==> config.mk <==
export PLATFORM = sky130hd
export DESIGN_NAME = vds_overvoltage_monitor
export DESIGN_NICKNAME = d
export VERILOG_FILES = /design/src/hw/vds_pkg.sv /design/src/hw/vds_channel.sv /design/src/hw/vds_overvoltage_monitor.sv
export VERILOG_INCLUDE_DIRS = /design/src /design/src/hw
export SDC_FILE = /design/constraint.sdc
export NUM_CORES = 1
export LEC_CHECK = 0
export BUFFER_PORTS_ARGS = -buffer_cell sky130_fd_sc_hd__buf_2
export CORE_UTILIZATION = 61
export CTS_CLUSTER_DIAMETER = 80
export DETAILED_ROUTE_END_ITERATION = 12
export PLACE_DENSITY = 0.82
export SETUP_SLACK_MARGIN = 0.5
export SYNTH_ARGS = -nofsm -noshare
export SYNTH_HDL_FRONTEND = slang
export SYNTH_SLANG_ARGS = --single-unit
==> constraint.sdc <==
create_clock -name pclk -period 4.3 [get_ports pclk]
set_input_delay 0.645 -clock pclk [delete_from_list [all_inputs] [get_ports pclk]]
set_output_delay 0.645 -clock pclk [all_outputs]
set_load 0.005 [all_outputs]
==> src/hw/vds_monitor_defines.svh <==
`ifndef VDS_MONITOR_DEFINES_SVH
`define VDS_MONITOR_DEFINES_SVH

`define CLK_PERIOD_NS      40
// register byte offsets
`define OFF_THR_A          8'h00
`define OFF_THR_B          8'h04
`define OFF_GEN_CTRL_TWO   8'h08
`define OFF_DRAIN_REF      8'h0C
`define OFF_BLANK_SEL_LO   8'h10
`define OFF_BLANK_SEL_HI   8'h14
`define OFF_STATIC_CFG     8'h18
`define OFF_FAULT_STATUS   8'h1C
`define OFF_IRQ_MASK       8'h20
`define OFF_GLOBAL_STATUS  8'h24
`define OFF_PIN_STATE      8'h28
// field positions
`define GC2_FILTER_LSB     0
`define GC2_PASSIVE_BIT    2
`define GS_GLOBAL_DRAIN_SOURCE_ERROR_BIT        0
// reset values
`define RST_THR_A          32'h00000249
`define RST_THR_B          32'h00000249
`define RST_GEN_CTRL_TWO   32'h00000000
`define RST_BLANK_SEL      32'h44444444
`define RST_STATIC_CFG     32'h00000000
// timing in ns, as typical figures
`define FILT_T0_NS         500
`define FILT_T1_NS         1000
`define FILT_T2_NS         2000
`define FILT_T3_NS         3000
`define BLANK_T0_NS        625
`define BLANK_T1_NS        1000
`define BLANK_T2_NS        1250
`define BLANK_T3_NS        1500
`define BLANK_T4_NS        2000
`define BLANK_T5_NS        3000
`define BLANK_T6_NS        4000
`define BLANK_T7_NS        16000
// least times round up to whole cycles
`define NS_TO_CYC(t)       (((t) + `CLK_PERIOD_NS - 1) / `CLK_PERIOD_NS)

`endif

==> src/hw/vds_pkg.sv <==
package vds_pkg;
  typedef enum logic [1:0] {
    ST_OFF,
    ST_BLANK,
    ST_MONITOR,
    ST_LATCHED
  } bridge_state_e;
  typedef logic [2:0] thr_code_t;
endpackage

==> src/hw/vds_channel.sv <==
`timescale 1ns/1ps
`include "vds_monitor_defines.svh"
// one half-bridge: blanking, filter, latch-off
module vds_channel (
  input  wire logic        pclk,
  input  wire logic        presetn,
  input  wire logic        active_mode,
  input  wire logic        hs_on_cmd,
  input  wire logic        ls_on_cmd,
  input  wire logic        overvoltage,
  input  wire logic [9:0]  blank_cycles,
  input  wire logic [6:0]  filter_cycles,
  input  wire logic        fault_clear,
  output logic             fault_event,
  output logic             latched,
  output logic             monitoring
);
  vds_pkg::bridge_state_e state_reg;
  logic [9:0]             blank_cnt_reg;
  logic [7:0]             filt_cnt_reg;
  logic                   on_now;
  logic                   pre_short_reg;
  logic [7:0]             filt_limit;

  assign on_now = (hs_on_cmd | ls_on_cmd) & active_mode;
  // short present during blanking needs twice the filter time
  assign filt_limit = pre_short_reg ? {filter_cycles, 1'b0} : {1'b0, filter_cycles};

  always_ff @(posedge pclk or negedge presetn) begin
    if (!presetn) begin
      state_reg     <= vds_pkg::ST_OFF;
      blank_cnt_reg <= 10'h000;
      filt_cnt_reg  <= 8'h00;
      pre_short_reg <= 1'b0;
      fault_event   <= 1'b0;
    end else begin
      fault_event <= 1'b0;
      case (state_reg)
        vds_pkg::ST_OFF: begin
          // level start: a bridge re-enabled by a status clear is blanked again
          if (on_now) begin
            state_reg     <= vds_pkg::ST_BLANK;
            blank_cnt_reg <= 10'h000;
            filt_cnt_reg  <= 8'h00;
            pre_short_reg <= 1'b0;
          end
        end
        vds_pkg::ST_BLANK: begin
          if (!on_now) begin
            state_reg <= vds_pkg::ST_OFF;
          end else begin
            // errors masked while blanking
            if (overvoltage) begin
              pre_short_reg <= 1'b1;
            end
            if (blank_cnt_reg + 10'h001 >= blank_cycles) begin
              state_reg <= vds_pkg::ST_MONITOR;
            end else begin
              blank_cnt_reg <= blank_cnt_reg + 10'h001;
            end
          end
        end
        vds_pkg::ST_MONITOR: begin
          if (!on_now) begin
            state_reg <= vds_pkg::ST_OFF;
          end else if (!overvoltage) begin
            filt_cnt_reg  <= 8'h00;
            pre_short_reg <= 1'b0;
          end else if (filt_cnt_reg + 8'h01 > filt_limit) begin
            state_reg   <= vds_pkg::ST_LATCHED;
            fault_event <= 1'b1;
          end else begin
            filt_cnt_reg <= filt_cnt_reg + 8'h01;
          end
        end
        default: begin
          // only a status clear re-enables the bridge
          if (fault_clear) begin
            state_reg <= vds_pkg::ST_OFF;
          end
        end
      endcase
    end
  end

  assign latched    = (state_reg == vds_pkg::ST_LATCHED);
  assign monitoring = (state_reg == vds_pkg::ST_MONITOR);
endmodule

==> src/hw/vds_overvoltage_monitor.sv <==
// Summary of operation
// - compare only with enable high, not passive
// - confirmed fault latches both bridge MOSFETs off
// - ref bit 0: high-side drain sense vs node
// - ref bit 1: first current sense vs node
// - low-side: node vs low-side source sense
// - 3-bit threshold code, default 200 mV
// - error after blank plus filter time
// - 2-bit filter time, default 0.5 us
// - early static short: blank plus twice filter
// - latch-off discharge uses static current setting
// - set per-bridge fault status bit
// - set global drain-source error flag
// - bridge stays off until status cleared
// - 3-bit blank time select, errors masked
// - blank starts on turn-on command
//
// Local design decisions: the address map and the APB interface to the registers.
`timescale 1ns/1ps
`include "vds_monitor_defines.svh"
module vds_overvoltage_monitor (
  input  wire logic        pclk,
  input  wire logic        presetn,
  input  wire logic        psel,
  input  wire logic        penable,
  input  wire logic        pwrite,
  input  wire logic [7:0]  paddr,
  input  wire logic [31:0] pwdata,
  output logic             pready,
  output logic             pslverr,
  output logic [31:0]      prdata,
  input  wire logic        enable_in,
  input  wire logic [7:0]  hs_on_cmd,
  input  wire logic [7:0]  ls_on_cmd,
  input  wire logic [7:0]  hs_drain_cmp,
  input  wire logic [7:0]  hs_csense_cmp,
  input  wire logic [7:0]  ls_cmp,
  output logic [7:0]       hs_gate_enable,
  output logic [7:0]       ls_gate_enable,
  output logic [7:0]       static_discharge_sel,
  output logic [23:0]      threshold_code,
  output logic [31:0]      static_gate_current_cfg,
  output logic [7:0]       monitor_active,
  output logic             irq
);
  // comparator inputs are digital results of the analog comparators at
  // the selected threshold; threshold codes are forwarded as 3 bits each
  logic [31:0] threshold_reg_a;
  logic [31:0] threshold_reg_b;
  logic [31:0] general_control_two;
  logic [7:0]  hb_drain_ref_select;
  logic [31:0] blank_time_select;
  logic [7:0]  drain_source_fault_status;
  logic [7:0]  irq_mask_reg;
  logic        global_drain_source_error;
  logic [7:0]  fault_event;
  logic [7:0]  latched;
  logic        active_mode;
  logic        wr_en;
  logic        rd_en;
  logic        addr_ok;
  logic [31:0] rdata_next;
  logic [6:0]  filter_cycles;
  logic [7:0]  fault_clear;
  logic [7:0]  overvoltage;

  assign pready  = 1'b1;
  assign wr_en   = psel & penable & pwrite;
  assign rd_en   = psel & penable & ~pwrite;
  assign pslverr = psel & penable & ~addr_ok;

  always_comb begin
    addr_ok    = 1'b1;
    rdata_next = 32'h00000000;
    if (paddr == `OFF_THR_A) begin
      rdata_next = threshold_reg_a;
    end else if (paddr == `OFF_THR_B) begin
      rdata_next = threshold_reg_b;
    end else if (paddr == `OFF_GEN_CTRL_TWO) begin
      rdata_next = general_control_two;
    end else if (paddr == `OFF_DRAIN_REF) begin
      rdata_next = {24'h000000, hb_drain_ref_select};
    end else if (paddr == `OFF_BLANK_SEL_LO) begin
      rdata_next = {16'h0000, blank_time_select[15:0]};
    end else if (paddr == `OFF_BLANK_SEL_HI) begin
      rdata_next = {16'h0000, blank_time_select[31:16]};
    end else if (paddr == `OFF_STATIC_CFG) begin
      rdata_next = static_gate_current_cfg;
    end else if (paddr == `OFF_FAULT_STATUS) begin
      rdata_next = {24'h000000, drain_source_fault_status};
    end else if (paddr == `OFF_IRQ_MASK) begin
      rdata_next = {24'h000000, irq_mask_reg};
    end else if (paddr == `OFF_GLOBAL_STATUS) begin
      rdata_next = {31'h00000000, global_drain_source_error};
    end else if (paddr == `OFF_PIN_STATE) begin
      rdata_next = {8'h00, monitor_active, ls_gate_enable, hs_gate_enable};
    end else begin
      addr_ok = 1'b0;
    end
  end

  always_ff @(posedge pclk or negedge presetn) begin
    if (!presetn) begin
      prdata <= 32'h00000000;
    end else if (psel && !penable && !pwrite) begin
      prdata <= rdata_next;
    end
  end

  always_ff @(posedge pclk or negedge presetn) begin
    if (!presetn) begin
      threshold_reg_a         <= `RST_THR_A;
      threshold_reg_b         <= `RST_THR_B;
      general_control_two     <= `RST_GEN_CTRL_TWO;
      hb_drain_ref_select     <= 8'h00;
      blank_time_select       <= `RST_BLANK_SEL;
      static_gate_current_cfg <= `RST_STATIC_CFG;
      irq_mask_reg            <= 8'h00;
    end else if (wr_en) begin
      if (paddr == `OFF_THR_A) begin
        threshold_reg_a <= {20'h00000, pwdata[11:0]};
      end else if (paddr == `OFF_THR_B) begin
        threshold_reg_b <= {20'h00000, pwdata[11:0]};
      end else if (paddr == `OFF_GEN_CTRL_TWO) begin
        general_control_two <= {29'h00000000, pwdata[2:0]};
      end else if (paddr == `OFF_DRAIN_REF) begin
        hb_drain_ref_select <= pwdata[7:0];
      end else if (paddr == `OFF_BLANK_SEL_LO) begin
        blank_time_select[15:0] <= pwdata[15:0];
      end else if (paddr == `OFF_BLANK_SEL_HI) begin
        blank_time_select[31:16] <= pwdata[15:0];
      end else if (paddr == `OFF_STATIC_CFG) begin
        static_gate_current_cfg <= pwdata;
      end else if (paddr == `OFF_IRQ_MASK) begin
        irq_mask_reg <= pwdata[7:0];
      end
    end
  end

  // code 111 passes through; choosing it is the controller's concern
  assign threshold_code = {threshold_reg_b[11:0], threshold_reg_a[11:0]};

  assign active_mode = enable_in & ~general_control_two[`GC2_PASSIVE_BIT];

  always_comb begin
    case (general_control_two[`GC2_FILTER_LSB +: 2])
      2'h0:    filter_cycles = 7'(`NS_TO_CYC(`FILT_T0_NS));
      2'h1:    filter_cycles = 7'(`NS_TO_CYC(`FILT_T1_NS));
      2'h2:    filter_cycles = 7'(`NS_TO_CYC(`FILT_T2_NS));
      default: filter_cycles = 7'(`NS_TO_CYC(`FILT_T3_NS));
    endcase
  end

  function automatic logic [9:0] blank_lookup(input logic [2:0] code);
    case (code)
      3'h0:    blank_lookup = 10'(`NS_TO_CYC(`BLANK_T0_NS));
      3'h1:    blank_lookup = 10'(`NS_TO_CYC(`BLANK_T1_NS));
      3'h2:    blank_lookup = 10'(`NS_TO_CYC(`BLANK_T2_NS));
      3'h3:    blank_lookup = 10'(`NS_TO_CYC(`BLANK_T3_NS));
      3'h4:    blank_lookup = 10'(`NS_TO_CYC(`BLANK_T4_NS));
      3'h5:    blank_lookup = 10'(`NS_TO_CYC(`BLANK_T5_NS));
      3'h6:    blank_lookup = 10'(`NS_TO_CYC(`BLANK_T6_NS));
      default: blank_lookup = 10'(`NS_TO_CYC(`BLANK_T7_NS));
    endcase
  endfunction

  genvar gi;
  generate
    for (gi = 0; gi < 8; gi = gi + 1) begin : g_bridge
      logic [9:0] blank_cycles;
      assign blank_cycles = blank_lookup(blank_time_select[4*gi +: 3]);
      // high-side reference chosen per bridge; low-side vs source sense
      assign overvoltage[gi] =
          (hs_on_cmd[gi] & (hb_drain_ref_select[gi] ? hs_csense_cmp[gi]
                                                    : hs_drain_cmp[gi])) |
          (ls_on_cmd[gi] & ls_cmp[gi]);
      // clear write of a one drops the latch; set still wins in status
      assign fault_clear[gi] = wr_en & (paddr == `OFF_FAULT_STATUS) & pwdata[gi];

      vds_channel u_chan (
        .pclk          (pclk),
        .presetn       (presetn),
        .active_mode   (active_mode),
        .hs_on_cmd     (hs_on_cmd[gi]),
        .ls_on_cmd     (ls_on_cmd[gi]),
        .overvoltage   (overvoltage[gi]),
        .blank_cycles  (blank_cycles),
        .filter_cycles (filter_cycles),
        .fault_clear   (fault_clear[gi]),
        .fault_event   (fault_event[gi]),
        .latched       (latched[gi]),
        .monitoring    (monitor_active[gi])
      );

      always_ff @(posedge pclk or negedge presetn) begin
        if (!presetn) begin
          hs_gate_enable[gi]       <= 1'b0;
          ls_gate_enable[gi]       <= 1'b0;
          static_discharge_sel[gi] <= 1'b0;
        end else begin
          // latched bridge: both off, discharged as a static turn-off
          hs_gate_enable[gi]       <= hs_on_cmd[gi] & ~latched[gi] & ~fault_event[gi];
          ls_gate_enable[gi]       <= ls_on_cmd[gi] & ~latched[gi] & ~fault_event[gi];
          static_discharge_sel[gi] <= latched[gi] | fault_event[gi];
        end
      end

      always_ff @(posedge pclk or negedge presetn) begin
        if (!presetn) begin
          drain_source_fault_status[gi] <= 1'b0;
        end else if (fault_event[gi]) begin
          drain_source_fault_status[gi] <= 1'b1;
        end else if (fault_clear[gi]) begin
          drain_source_fault_status[gi] <= 1'b0;
        end
      end
    end
  endgenerate

  always_ff @(posedge pclk or negedge presetn) begin
    if (!presetn) begin
      global_drain_source_error <= 1'b0;
    end else begin
      // follows the per-bridge status so a full clear also drops it
      global_drain_source_error <= (|fault_event) |
          (|(drain_source_fault_status & ~fault_clear));
    end
  end

  assign irq = |(drain_source_fault_status & irq_mask_reg);
endmodule

Word-level counts from Yosys, hierarchy flattened
Index checks and enable logic that the tools add are counted.
{ "word_totals": {"elab_cells": 784, "register_bits": 348, "output_inout_bits": 123} }
{ "op_classes": {"addsub": 16, "bitwise_logic": 122, "magnitude_cmp": 16, "n_eq_ne": 164, "n_reduce_logical": 105, "n_mux": 279} }
{ "ops": {"columns": ["cell", "count"], "rows": [
  ["$pmux W9 S7", 8],
  ["$mux W8", 40],
  ["$mux W10", 24],
  ["$mux W32", 7],
  ["$pmux W10 S2", 8],
  ["$pmux W8 S2", 8],
  ["$mux W2", 56],
  ["$mux W1", 107],
  ["$mux W24", 4],
  ["$add A10 B1 Y10 const B", 8],
  ["$ge A10 B9 Y1", 8],
  ["$eq A3 B3 Y1 const B", 24],
  ["$ne A3 B3 Y1 const B", 24],
  ["$and A1 B1 Y1", 69],
  ["$reduce_and A4 Y1", 17],
  ["$add A8 B1 Y8 const B", 8],
  ["$gt A8 B8 Y1", 8],
  ["$reduce_and A6 Y1", 9],
  ["$eq A3 B2 Y1 const B", 16],
  ["$ne A2 B1 Y1 const B", 24],
  ["$ne A2 B2 Y1 const B", 24],
  ["$pmux W2 S3", 8],
  ["$reduce_bool A2 Y1", 24],
  ["$reduce_and A5 Y1", 9],
  ["other kinds (27)", 160]
]} }

Depth between registers and ports, before layout
{ "depth": {"word_depth": 14, "mapped_depth": 14, "depth_no_buf": 12} }

By module
A second synthesis with hierarchy kept.
{ "hier_totals": {"cells_unflattened": 2392, "area_unflattened_um2": 23164.7} }
{ "modules_own_cells": {"columns": ["mod", "n_inst", "cells_each", "area_each_um2"], "rows": [
  ["vds_channel (g_bridge[0].u_chan ...)", 5, 200, 1795.5],
  ["vds_overvoltage_monitor", 1, 804, 8768.4],
  ["vds_channel (g_bridge[7].u_chan)", 1, 194, 1820.5],
  ["vds_channel (g_bridge[4].u_chan)", 1, 200, 1805.5],
  ["vds_channel (g_bridge[6].u_chan)", 1, 194, 1793.0]
]} }

Worst setup path before layout
Ideal clock, no wire load.
{ "synth_timing": {"kind": "reg2reg", "from": "reg general_control_two[0]", "to": "reg g_bridge[1].u_chan.filt_cnt_reg[5]", "t_arrival_ns": 3.129, "period_less_slack_ns": 3.255, "required_time_ns": 4.174, "slack_ns": 1.045, "path_buffers": 1, "path_stages_with_launch": 12, "path_cell_list": "dfrtp_1 > clkinv_1 > ha_1 > clkbuf_1 > mux2i_1 > ha_1 > a211oi_1 > nor2_1 > a2111oi_0 > nor2_1 > a31o_2 > a221o_1"} }
{ "synth_via": {"elab_chain_cells": 6, "word_cells_on_any_way": 8} }
{ "synth_rtl": {"columns": ["item", "line", "rtl"], "rows": [
  ["from (decl)", "vds_overvoltage_monitor.sv:50", "logic [31:0] general_control_two;"],
  ["from (signal assigned)", "vds_overvoltage_monitor.sv:114", "general_control_two <= `RST_GEN_CTRL_TWO;"],
  ["from (signal assigned)", "vds_overvoltage_monitor.sv:125", "general_control_two <= {29'h00000000, pwdata[2:0]};"],
  ["$eq A2 B2 Y1, or another cell as far along", "vds_overvoltage_monitor.sv:146", "case (general_control_two[`GC2_FILTER_LSB +: 2])"],
  ["$pmux W7 S3 (*)", "vds_overvoltage_monitor.sv:146", null],
  ["$mux W8 (*)", "vds_channel.sv:27", "assign filt_limit = pre_short_reg ? {filter_cycles, 1'b0} : {1'b0, filter_cycles};"],
  ["$gt A8 B8 Y1 (*)", "vds_channel.sv:69", "end else if (filt_cnt_reg + 8'h01 > filt_limit) begin"],
  ["$ne A3 B3 Y1 (no source line) (*)", null, null],
  ["$reduce_and A4 Y1 (no source line) (*)", null, null],
  ["to (signal assigned)", "vds_channel.sv:73", "filt_cnt_reg <= filt_cnt_reg + 8'h01;"],
  ["to (decl)", "vds_channel.sv:20", "logic [7:0] filt_cnt_reg;"]
]} }
Mark *: on every way between the ends. The rest lies on a longest branch, timed or not.
A chain may end at the register's enable or synchronous reset.

Worst setup path in the final report
Same ends and word-level chain as after synthesis.

==> run_results.csv <==
group,metric,value,unit
outcome,status,"complete, no violations",
synthesis,syn_area,21700,sq um
synthesis,syn_nets,2501,
synthesis,syn_inst,2260,
die,initial_utilization,0.624,
global_route,antenna_found_initial,1,
power,power,9780,uW
sta,slew_viol_final,0,
global_route,overflow,0,
sta,setup_viol,0,
sta,tns,0,ns
route,firstDrtPassIters,6,
clock_network,cts_buffer_depth,3,
synthesis,synth_edf_count,0,
clock_network,htreeDepth,2,
critical_path,critPathBufInv,4,
sta,max_slew.worst_pin.slew,1.03,ns
global_route,grt_pass1_vias,18300,
die,die_h,191,um
sta,skew,0.0135,ns
global_route,grt_usage,0.337,
route,antenna_left,0,
route,dr_total_vias,18800,
critical_path,slowest_delay,0.51,ns
final_layout,final_cell_area,24500,sq um
final_layout,nets,2674,
critical_path,crit_fanout,19,
route,dr.first_iter.drc_count,1644,
final_layout,nFillCells,2580,
place,numPortBuffers,207,
sta,rsz0062_at_grt,"no",
place,dpl-instance-area,23100,sq um
critical_path,cp_top_family,"compound AO/OA/AOI/OAI gates",
critical_path,worstPathRequired,4.72,ns
route,wl_per_cell,21.1,um
route,postRouteWirelength,61500,um
die,die_w,191,um
clock_network,cts-buffers-inserted,40,
power,ir_drop,0.358,mV
critical_path,critical_path.cell_chain,"clkinv_1 > buf_4 > ha_1 > buf_4 > inv_1 > mux2i_1 > ha_1 > nand4_1 > nor2_1 > a2111oi_1 > nor2_1 > a31o_2 > a221o_1",
synthesis,ys_seq_area_frac,0.402,
die,core-area,34800,sq um
power,comb_power_share,0.230,
power,switching_share,0.337,
clock_network,clkSinkCount,348,
hold_path,min_path_type,"input port to asynchronous set/reset pin",
place,gp_congestion,0.944,
final_layout,diodes,0,
critical_path,cp-startpoint,"general_control_two[0]",
route,via_per_inst,6.43,
global_route,grt_max_degree,127,
final_layout,mostFrequentLayoutCell,"dfrtp_1",
clock_network,cts_tree,"done",
final_layout,utilization,0.703,
synthesis,synth-seq-cells,348,
sta,fmax,282,MHz
critical_path,crit_type,"register to register",
global_route,grt_pass1_wl,96200,um
clock_network,worstSkewPairLatency,0.55,ns
critical_path,reg2reg_from,"general_control_two[0]",
power,seq_power_share,0.416,
sta,period_needed,3.55,ns
critical_path,cp-start-kind,"register",
synthesis,synth.avg_cell_area,9.60,sq um
power,powerDensity,400,nW/um^2
die,die_area,36300,sq um
critical_path,arrival,3.96,ns
final_layout,drive_above_1_share,0.194,
critical_path,endpoint_kind,"register",
sta,hold_viol,0,
critical_path,slowest_stage,"a2111oi_1",
route,drc,0,
job,maxCapViolations,0,
die,io-pin-count,209,
final_layout,largest_reg_flops,80,
synthesis,synth_warnings,0,
sta,min_period_over_period,0.825,
final_layout,mostFrequentLayoutCells,"dfrtp_1, nand2_1, buf_2",
die,num_rows,68,
power,p_clk_frac,0.354,
power,switchingPower,3290,uW
clock_network,root_buffer,"clkbuf_16",
synthesis,ys.flop_type,"dfrtp_1",
synthesis,ys_types,80,
power,intPower,6490,uW
clock_network,cts.clk_slew.worst_paths,0.06,ns
sta,hold_ws,0.194,ns
final_layout,syn_to_final_growth,12.7,%
synthesis,async_flop_share,1.00,
sta,maxSlewHeadroom,0.313,
power,leakagePower,0.0123,uW
place,place_hpwl,46200,um
[cell families (layout without fill, tap and decap cells)]
family          after synthesis  in the layout  synth area share
simple gates                730            730             0.167
flops                       348            348             0.402
xor+xnor                    118            118            0.0476
buf+inv                     188            392            0.0345
compound gates              545            545             0.171
fa+ha+maj                   155            155            0.0894
other cells                   1              1          0.000173
mux                         175            175            0.0886
[synthesized netlist by cell type, types with 11 or more instances]
master,number,share of area
dfrtp_1,332,0.38
nand2_1,239,0.041
ha_1,155,0.089
o21ai_0,145,0.033
mux2_2,127,0.066
nor2_1,113,0.020
nand3_1,112,0.026
clkbuf_1,86,0.015
a21oi_1,85,0.020
inv_1,77,0.013
xnor2_1,68,0.027
xor2_1,50,0.020
a22o_1,49,0.020
mux2i_1,47,0.022
nand2b_1,43,0.012
a21o_1,41,0.014
and3_1,39,0.011
nor2b_1,37,0.011
and2_1,32,0.0092
nand4_1,27,0.0078
nor3_1,24,0.0055
a22oi_1,20,0.0069
o221ai_1,17,0.0069
o22ai_1,17,0.0049
dfstp_2,16,0.019
a32o_1,15,0.0069
a211oi_1,14,0.0048
a221oi_1,13,0.0052
a21boi_0,12,0.0042
a31oi_1,12,0.0035
o211ai_1,12,0.0042
o31ai_1,11,0.0038
[power by group through the flow]
stage	Combinational [uW]	Sequential [uW]	Clock [uW]
2_1_floorplan	1700	3830	0
3_3_place_gp	2090	4080	0
3_5_place_dp	2200	4100	0
4_1_cts	2220	4050	3490
5_1_grt	2500	4120	3640
6_report	2250	4070	3460
[routing by layer]
layer	global-route usage	wire length [um]
met1	0.449	25800
met2	0.549	28600
met3	0.0515	4780
met4	0.136	2320
met5	0	0
[repair_timing]
| action | 4_1_cts | 5_1_grt |
|---|---|---|
| gates resized for setup | 0 | 4 |
| setup endpoints to repair | 0 | 8 |
| hold buffers | 0 | 0 |
| buffers inserted | 0 | 3 |
| hold endpoints to repair | 0 | 0 |
[worst paths after layout]
path,to,slack [ns],cells past startpoint
max reg2reg,g_bridge[1].u_chan.filt_cnt_reg[5],0.75,13
max,g_bridge[1].u_chan.filt_cnt_reg[5],0.75,13
min in group pclk,static_gate_current_cfg[31],0.33,2
min,ls_gate_enable[1],0.19,1
min reg2reg,drain_source_fault_status[1],0.47,1
max in group asynchronous,threshold_reg_b[3],2.99,2
[through the flow]
step,worst slack (ns),instances
3_5_place_dp,0.712,2843
6_report,0.753,2919
3_3_place_gp,0.795,2843
5_1_grt,0.478,2919
4_1_cts,0.699,2916
2_1_floorplan,1.04,2260
[layout make-up]
type	instances	area [sq um]	area share
Inverter	80	300	0.0123
Multi-Input combinational cell	1724	12200	0.500
Sequential cell	348	8730	0.357
Timing Repair Buffer	239	1310	0.0536
Clock inverter	16	171	0.00701
Clock buffer	57	1150	0.0468
Tap cell	455	569	0.0233
No activity file was read; power rests on OpenSTA's default activity.
